`config.mk`:
```
export PLATFORM = sky130hd
export DESIGN_NAME = asrp_port
export DESIGN_NICKNAME = d
export VERILOG_FILES = /design/src/design/asrp_pkg.sv /design/src/design/asrp_sync.sv /design/src/design/asrp_port.sv
export VERILOG_INCLUDE_DIRS = /design/src /design/src/design
export SDC_FILE = /design/constraint.sdc
export NUM_CORES = 1
export LEC_CHECK = 0
export BUFFER_PORTS_ARGS = -buffer_cell sky130_fd_sc_hd__buf_2
export CAP_MARGIN = 20
export CORE_ASPECT_RATIO = 0.6
export CORE_UTILIZATION = 57
export CTS_CLUSTER_SIZE = 30
export DETAILED_ROUTE_END_ITERATION = 8
export GPL_TIMING_DRIVEN = 0
export PLACE_DENSITY = 0.79
export SETUP_SLACK_MARGIN = 0.2
export SLEW_MARGIN = 40
export SYNTH_ARGS = -nofsm -noshare
export SYNTH_HDL_FRONTEND = slang
export SYNTH_SLANG_ARGS = --single-unit
```
`constraint.sdc`:
```
create_clock -name clk_sys -period 2.4 [get_ports clk_sys]
set_clock_uncertainty 0.1 [all_clocks]
set_input_delay 0.48 -clock clk_sys [delete_from_list [all_inputs] [get_ports clk_sys]]
set_output_delay 0.48 -clock clk_sys [all_outputs]
set_load 0.05 [all_outputs]
```
`src/design/asrp_regs.svh`:
```
// Constants for the serial readout port: widths, timing and codes.
// Assumes inclusion by bare name from the design files only.
`ifndef ASRP_REGS_SVH
`define ASRP_REGS_SVH
`define ASRP_RESULT_BITS 16
`define ASRP_CHAIN_DELAY 16
`define ASRP_CONV_TIME_NS 500
`define ASRP_CLK_PERIOD_NS 8
`define ASRP_CONV_CYCLES ((`ASRP_CONV_TIME_NS + `ASRP_CLK_PERIOD_NS - 1) / `ASRP_CLK_PERIOD_NS)
`define ASRP_CODE_FULL 16'hffff
`define ASRP_CODE_ZERO 16'h0000
`endif

```
`src/design/asrp_pkg.sv`:
```
// Types shared by the serial readout port.
// Assumes the constants header is on the include path.
`include "asrp_regs.svh"
package asrp_pkg;
  typedef enum logic [1:0] {
    ASRP_IDLE = 2'b00,
    ASRP_CONV = 2'b01,
    ASRP_READ = 2'b10
  } asrp_state_t;
  typedef enum logic {
    ASRP_MODE_SELECT = 1'b0,
    ASRP_MODE_CHAIN = 1'b1
  } asrp_mode_t;
  typedef struct packed {
    logic convert_strobe;
    logic shift_clk;
    logic chain_serial_in;
  } asrp_pins_t;
  typedef struct packed {
    logic out;
    logic oe_n;
  } asrp_sdo_t;
endpackage

```
`src/design/asrp_sync.sv`:
```
// Three-stage pin synchroniser for a packed group of pins.
// Assumes asynchronous inputs; outputs only change when stages two and three agree.
`timescale 1ns/1ps
module asrp_sync #(
  parameter int WIDTH = 3
) (
  input wire logic clk_sys,
  input wire logic sys_rst,
  input wire logic [WIDTH-1:0] pin_in,
  output logic [WIDTH-1:0] pin_out
);
  logic [WIDTH-1:0] s1_ff, s2_ff, s3_ff, out_ff;
  logic [WIDTH-1:0] nxt_out;
  always_comb begin
    nxt_out = out_ff;
    for (int i = 0; i < WIDTH; i++) begin
      if (s2_ff[i] == s3_ff[i]) begin
        nxt_out[i] = s3_ff[i];
      end
    end
  end
  always_ff @(posedge clk_sys) begin
    if (sys_rst) begin
      s1_ff <= '0;
      s2_ff <= '0;
      s3_ff <= '0;
      out_ff <= '0;
    end else begin
      s1_ff <= pin_in;
      s2_ff <= s1_ff;
      s3_ff <= s2_ff;
      out_ff <= nxt_out;
    end
  end
  assign pin_out = out_ff;
  initial begin
    if (WIDTH < 1) begin
      $error("asrp_sync: WIDTH must be at least 1");
    end
  end
endmodule

```
`src/design/asrp_port.sv`:
```
// Serial readout port of a 16-bit sampling converter.
// Assumes pins arrive asynchronously and are sampled on clk_sys; the host
// makes the shift clock and drives the convert strobe and chain input.
`timescale 1ns/1ps
`include "asrp_regs.svh"
module asrp_port
  import asrp_pkg::*;
#(
  parameter int RESULT_BITS = `ASRP_RESULT_BITS,
  parameter int CONV_CYCLES = `ASRP_CONV_CYCLES
) (
  input wire logic clk_sys,
  input wire logic sys_rst,
  input wire logic convert_strobe,
  input wire logic shift_clk,
  input wire logic chain_serial_in,
  input wire logic [RESULT_BITS-1:0] sample_code,
  input wire logic sample_over,
  input wire logic sample_under,
  output logic result_serial_out,
  output logic result_serial_oe_n,
  output logic conv_busy,
  output logic chain_mode
);
  localparam int CW = $clog2(CONV_CYCLES + 1);

  asrp_pins_t pins_raw, pins;
  assign pins_raw = '{convert_strobe: convert_strobe, shift_clk: shift_clk,
                      chain_serial_in: chain_serial_in};
  asrp_sync #(.WIDTH(3)) u_sync (
    .clk_sys(clk_sys),
    .sys_rst(sys_rst),
    .pin_in(pins_raw),
    .pin_out(pins)
  );

  function automatic logic [RESULT_BITS-1:0] clamp_code(
    input logic [RESULT_BITS-1:0] code, input logic over, input logic under);
    if (over) begin
      clamp_code = '1;
    end else if (under) begin
      clamp_code = '0;
    end else begin
      clamp_code = code;
    end
  endfunction

  // Control group: conversion sequencing and the mode latched at its start.
  asrp_state_t state_ff, nxt_state;
  asrp_mode_t mode_ff, nxt_mode;
  logic [CW-1:0] cnt_ff, nxt_cnt;
  logic conv_busy_ff, nxt_conv_busy;
  // Edge group: last synchronised level of the two clocking pins.
  logic cnv_d_ff, nxt_cnv_d;
  logic sck_d_ff, nxt_sck_d;
  // Data group: result shifter, serial output and pending busy indicator.
  logic [RESULT_BITS-1:0] shreg_ff, nxt_shreg;
  logic sdo_ff, nxt_sdo;
  logic busy_ff, nxt_busy;
  // Enable group: serial output driver.
  logic oe_n_ff, nxt_oe_n;
  logic cnv_rise, sck_rise, sck_fall, sel_low, conv_end, reading, chain_bit;

  function automatic logic edge_seen(
    input logic now_lvl, input logic old_lvl, input logic rising);
    if (rising) begin
      edge_seen = now_lvl & ~old_lvl;
    end else begin
      edge_seen = ~now_lvl & old_lvl;
    end
  endfunction

  assign cnv_rise = edge_seen(pins.convert_strobe, cnv_d_ff, 1'b1);
  assign sck_rise = edge_seen(pins.shift_clk, sck_d_ff, 1'b1);
  assign sck_fall = edge_seen(pins.shift_clk, sck_d_ff, 1'b0);
  assign sel_low = ~pins.convert_strobe | ~pins.chain_serial_in;
  assign conv_end = (state_ff == ASRP_CONV) && (cnt_ff == '0);
  assign reading = (state_ff == ASRP_READ);
  // Only chain mode feeds the upstream stream into the shifter tail.
  assign chain_bit = (mode_ff == ASRP_MODE_CHAIN) & pins.chain_serial_in;

  always_comb begin
    nxt_cnv_d = pins.convert_strobe;
    nxt_sck_d = pins.shift_clk;
  end

  // Reset levels match the idle pins, so no false edge follows reset.
  always_ff @(posedge clk_sys) begin
    if (sys_rst) begin
      cnv_d_ff <= 1'b0;
      sck_d_ff <= 1'b0;
    end else begin
      cnv_d_ff <= nxt_cnv_d;
      sck_d_ff <= nxt_sck_d;
    end
  end

  always_comb begin
    nxt_state = state_ff;
    nxt_mode = mode_ff;
    nxt_cnt = cnt_ff;
    case (state_ff)
      ASRP_IDLE, ASRP_READ: begin
        // Outside a conversion a strobe rise restarts; inside one it is ignored.
        if (cnv_rise) begin
          // Mode and conversion start share the same strobe edge.
          nxt_mode = pins.chain_serial_in ? ASRP_MODE_SELECT : ASRP_MODE_CHAIN;
          nxt_state = ASRP_CONV;
          nxt_cnt = CW'(CONV_CYCLES);
        end
      end
      ASRP_CONV: begin
        // Counted on clk_sys alone, the shift clock plays no part.
        if (cnt_ff == '0) begin
          nxt_state = ASRP_READ;
        end else begin
          nxt_cnt = cnt_ff - CW'(1);
        end
      end
      default: begin
        nxt_state = ASRP_IDLE;
      end
    endcase
    nxt_conv_busy = (nxt_state == ASRP_CONV);
  end

  always_ff @(posedge clk_sys) begin
    if (sys_rst) begin
      state_ff <= ASRP_IDLE;
      mode_ff <= ASRP_MODE_SELECT;
      cnt_ff <= '0;
      conv_busy_ff <= 1'b0;
    end else begin
      state_ff <= nxt_state;
      mode_ff <= nxt_mode;
      cnt_ff <= nxt_cnt;
      conv_busy_ff <= nxt_conv_busy;
    end
  end

  always_comb begin
    nxt_shreg = shreg_ff;
    nxt_sdo = sdo_ff;
    nxt_busy = busy_ff;
    if (state_ff == ASRP_CONV) begin
      if (conv_end) begin
        nxt_shreg = clamp_code(sample_code, sample_over, sample_under);
        // In select mode, either select pin low at the end arms the busy indicator.
        nxt_busy = (mode_ff == ASRP_MODE_SELECT) && sel_low;
        // The indicator falls to flag data ready; otherwise the MSB shows now.
        nxt_sdo = nxt_busy ? 1'b0 : nxt_shreg[RESULT_BITS-1];
      end else begin
        // While converting the output stands high, ready to fall at the end.
        nxt_sdo = 1'b1;
      end
    end else if (cnv_rise) begin
      // A new conversion drops an indicator that no shift clock has answered.
      nxt_busy = 1'b0;
    end else if (reading && busy_ff) begin
      // The first fall after the indicator presents the MSB unshifted.
      if (sck_fall) begin
        nxt_sdo = shreg_ff[RESULT_BITS-1];
        nxt_busy = 1'b0;
      end
    end else if (reading) begin
      // Shift on the rise, present on the fall, MSB first.
      if (sck_rise) begin
        // The chain bit enters the tail, so it exits 16 clocks later.
        nxt_shreg = {shreg_ff[RESULT_BITS-2:0], chain_bit};
      end
      if (sck_fall) begin
        nxt_sdo = shreg_ff[RESULT_BITS-1];
      end
    end
  end

  always_ff @(posedge clk_sys) begin
    if (sys_rst) begin
      shreg_ff <= '0;
      sdo_ff <= 1'b0;
      busy_ff <= 1'b0;
    end else begin
      shreg_ff <= nxt_shreg;
      sdo_ff <= nxt_sdo;
      busy_ff <= nxt_busy;
    end
  end

  always_comb begin
    // Chain mode drives always; select mode drives while either select pin is low.
    if (mode_ff == ASRP_MODE_CHAIN) begin
      nxt_oe_n = 1'b0;
    end else begin
      nxt_oe_n = ~sel_low;
    end
  end

  always_ff @(posedge clk_sys) begin
    if (sys_rst) begin
      oe_n_ff <= 1'b1;
    end else begin
      oe_n_ff <= nxt_oe_n;
    end
  end

  assign result_serial_out = sdo_ff;
  assign result_serial_oe_n = oe_n_ff;
  assign conv_busy = conv_busy_ff;
  assign chain_mode = mode_ff;

  // The chain delay is the shifter length, so the two must stay equal.
  initial begin
    if (RESULT_BITS < 2 || CONV_CYCLES < 1 || RESULT_BITS != `ASRP_CHAIN_DELAY) begin
      $error("asrp_port: RESULT_BITS must equal the chain delay, CONV_CYCLES >= 1");
    end
  end
endmodule

```
==> impl_results.md <==
- Outcome: completed
- Port bufs: 25
- Overall Power: 1.407 mW
- Hold path start: convert_strobe
- WP data required: ~2.5 ns
- Iteration count of the initial detailed-routing pass: 4
- # rows: 16
- Cells after Synth: 233
- N_diodes: 0
- CP max-delay cell: or4_1
- Vias in the first global route: 1638
- Chip Height: 48.65 um
- Die area: a little under 0.004 mm2
- CTS sink count: 43
- Fin area: 0.002392 mm2
- Avg Vias per Cell: 5.673
- Most used DFF post-synth: dfxtp_1
- Max-Cap Viols: 0
- Cell variety after synth: between 40 and 50
- Core Util, Final: 71.13%
- Area growth syn-to-layout: 15.74%
- Mapped cell area: 0.002067 mm2
- Critical-path cell list: inv_1 -> ha_1 -> nor2_2 -> mux2i_1 -> or4_1 -> a31oi_1
- CTS buffer count: 5
- Root Buffer: clkbuf_8
- Post-Place Cells: 303
- Top-count cell post-synth: dfxtp_1
- Dpl ws: 0.2760 ns
- Initial antenna violation count: 0
- Max Freq: approximately 470 MHz
- Register bit total from synthesis: 43
- Final Max Tran Viols: 0
- First-pass GRT wire length: 7617 um
- Die W: 79.74 um
- RSZ-0062 raised after global routing: false
- Setup violators final: 0
- Final hold violation count: 0
- Antenna-violating nets left: 0
- Cts hold-fix bufs: 0
- Grt total ovfl: 0
- P per Cell Area: 588.2 mW/mm2
- Crit-path max cell delay: 0.51 ns
- Hold crit path type: in -> reg
- Crit. End Element: register
- Post-synth EDFFs: 0
- Min Tclk post-route: ~2.1 ns
- Syn nets: 261
- Synth cell count leaders: 43 x dfxtp_1, 25 x a21oi_1, 23 x nand2_1
- Post-synthesis sequential area ratio: 41.65%
- Worst-Margin Slew: 0.4723 ns
- Top cell type's share of synthesized area: 41.65%
- Asr flop ratio synth: 0%
- Post-route worst setup slack: just under 0.3 ns
- YS warnings: 0
- Setup TNS: 0 ns
- CP Class: reg -> reg
- HPWL after DPL: 3234 um
- Starting density of the core: between 60% and 70%
- CTS tree: built
- Synth area leader: dfxtp_1
- Clock transition at path regs: approximately 0.090 ns
- CTS Buffer Depth: 2
- Worst-Skew Late Latency: roughly 0.30 ns
- Global Route Usage Sum: 25.57%
- Fill cells: 272
- RR Startpoint: state_ff[0]
- CP Launch Type: register
- Non-filler cells, final: 312
- Initial drt markers: 113
- Boundary Pins: 27
- Worst vdd ir: 0.5822 mV
- Slew Limit Headroom: 67.61%
- Hold_ws: 0.2847 ns
- Area contributors post-synth: dfxtp_1 42%, mux2i_1 8.2%, a211o_1 6.4%
- Vias: 1770
- Leakage power: ~0.95 nW
- Area of placed instances: 0.002248 mm2
- Routed len/inst: 14.13 um
- Post-Route WL: 4407 um
- Final GP Congestion: 0.8099
- CP max FO: 6
- Syn_area_per_cell: 8.871 um2
- Tcrit/Tclk final: slightly below 90%
- DRC: 0
- CP Data Arrival Time: 2.24 ns
- CP startpoint: state_ff[0]
- Core area: 0.003363 mm2
- Share of cells above drive strength 1: 17.23%
- Largest net degree at the start of global routing: 15
- Fin nets: about 300
- H-tree Lvls: 2
-- layer usage --
| layer | GRT usage [%] | up-vias | part of all wire (%) |
|---|---|---|---|
| li1 | - | 890 | - |
| met1 | 38.27 | 834 | 52 |
| met2 | 34.76 | 40 | 41 |
| met3 | 6.226 | 6 | 5.4 |
| met4 | 9.821 | 0 | 1.4 |
| met5 | 0 | - | 0 |
-- registers in the layout, summed over array words and instances, names as in the netlist --
register and flops:
u_sync.pin_out 3, u_sync.s2_ff 3, u_sync.s1_ff 3, conv_busy 1, result_serial_out 1, cnv_d_ff 1, shreg_ff 16, chain_mode 1
cnt_ff 6, u_sync.s3_ff 3, result_serial_oe_n 1, state_ff 2, sck_d_ff 1, busy_ff 1
-- power by group --
group          internal, mW  switching, mW
Clock                 0.342          0.263
Combinational        0.0298         0.0469
Sequential            0.721        0.00395
Total                  1.09          0.314
-- cell usage in the layout, fill, tap and decap left out, types with 2 or more instances in the layout --
master,n
buf_1,2
mux2i_1,17
nand2_1,23
dfxtp_1,43
clkbuf_8,6
clkbuf_1,9
a21oi_1,25
o21ai_0,9
nor3_1,3
inv_1,7
nor2_1,21
ha_1,5
a211oi_1,3
nor2b_1,13
and2_1,2
or3_1,3
inv_2,2
a31oi_1,5
buf_4,2
nand3_1,2
buf_2,25
a211o_1,15
-- repair_timing --
| item | in CTS | in global routing |
|---|---|---|
| setup buffers | 0 | 1 |
| endpoints found under the setup margin | 0 | 12 |
| gates resized for setup | 0 | 3 |
-- worst max-delay path: cells and delay by family, from the launching register on --
kind                     cells  cell delay [ns]
AO/OA/AOI/OAI                1             0.16
adder cells (fa/ha/maj)      1             0.28
buffers and inverters        1             0.09
flip-flops                   1             0.41
multiplexers                 1             0.22
AND/OR/NAND/NOR              2             0.78
-- logic make-up after synthesis --
| logic type | after synthesis | share of synthesized area [%] |
|---|---|---|
| and+or+nand+nor | 80 | 20.95 |
| AOI/OAI and AO/OA | 65 | 21.25 |
| DFF | 43 | 41.65 |
| buffers and inverters | 22 | 4.358 |
| muxes | 18 | 8.777 |
| adders and majority gates | 5 | 3.027 |
-- path summary, 6_finish.rpt --
kind	end	slack [ns]	cells past startpoint
worst max-delay path	cnt_ff[3]	0.29	6
worst min-delay path	u_sync.s1_ff[2]	0.28	2
worst max register to register	cnt_ff[3]	0.29	6
worst min register to register	u_sync.s2_ff[1]	0.34	1
-- area by class of cell --
cell class / count / area [um2] / area share [%]
plain buffers: 13 / 60.06 / 2.510
clock buffers: 6 / 82.58 / 3.452
clock inverters: 2 / 38.79 / 1.621
inverters: 9 / 33.78 / 1.412
multi-input cells: 168 / 1127 / 47.12
flip-flops and latches: 43 / 860.8 / 35.98
well taps: 45 / 56.30 / 2.354
repair buffers: 26 / 132.6 / 5.544
Power figures use the tool's default switching activity.
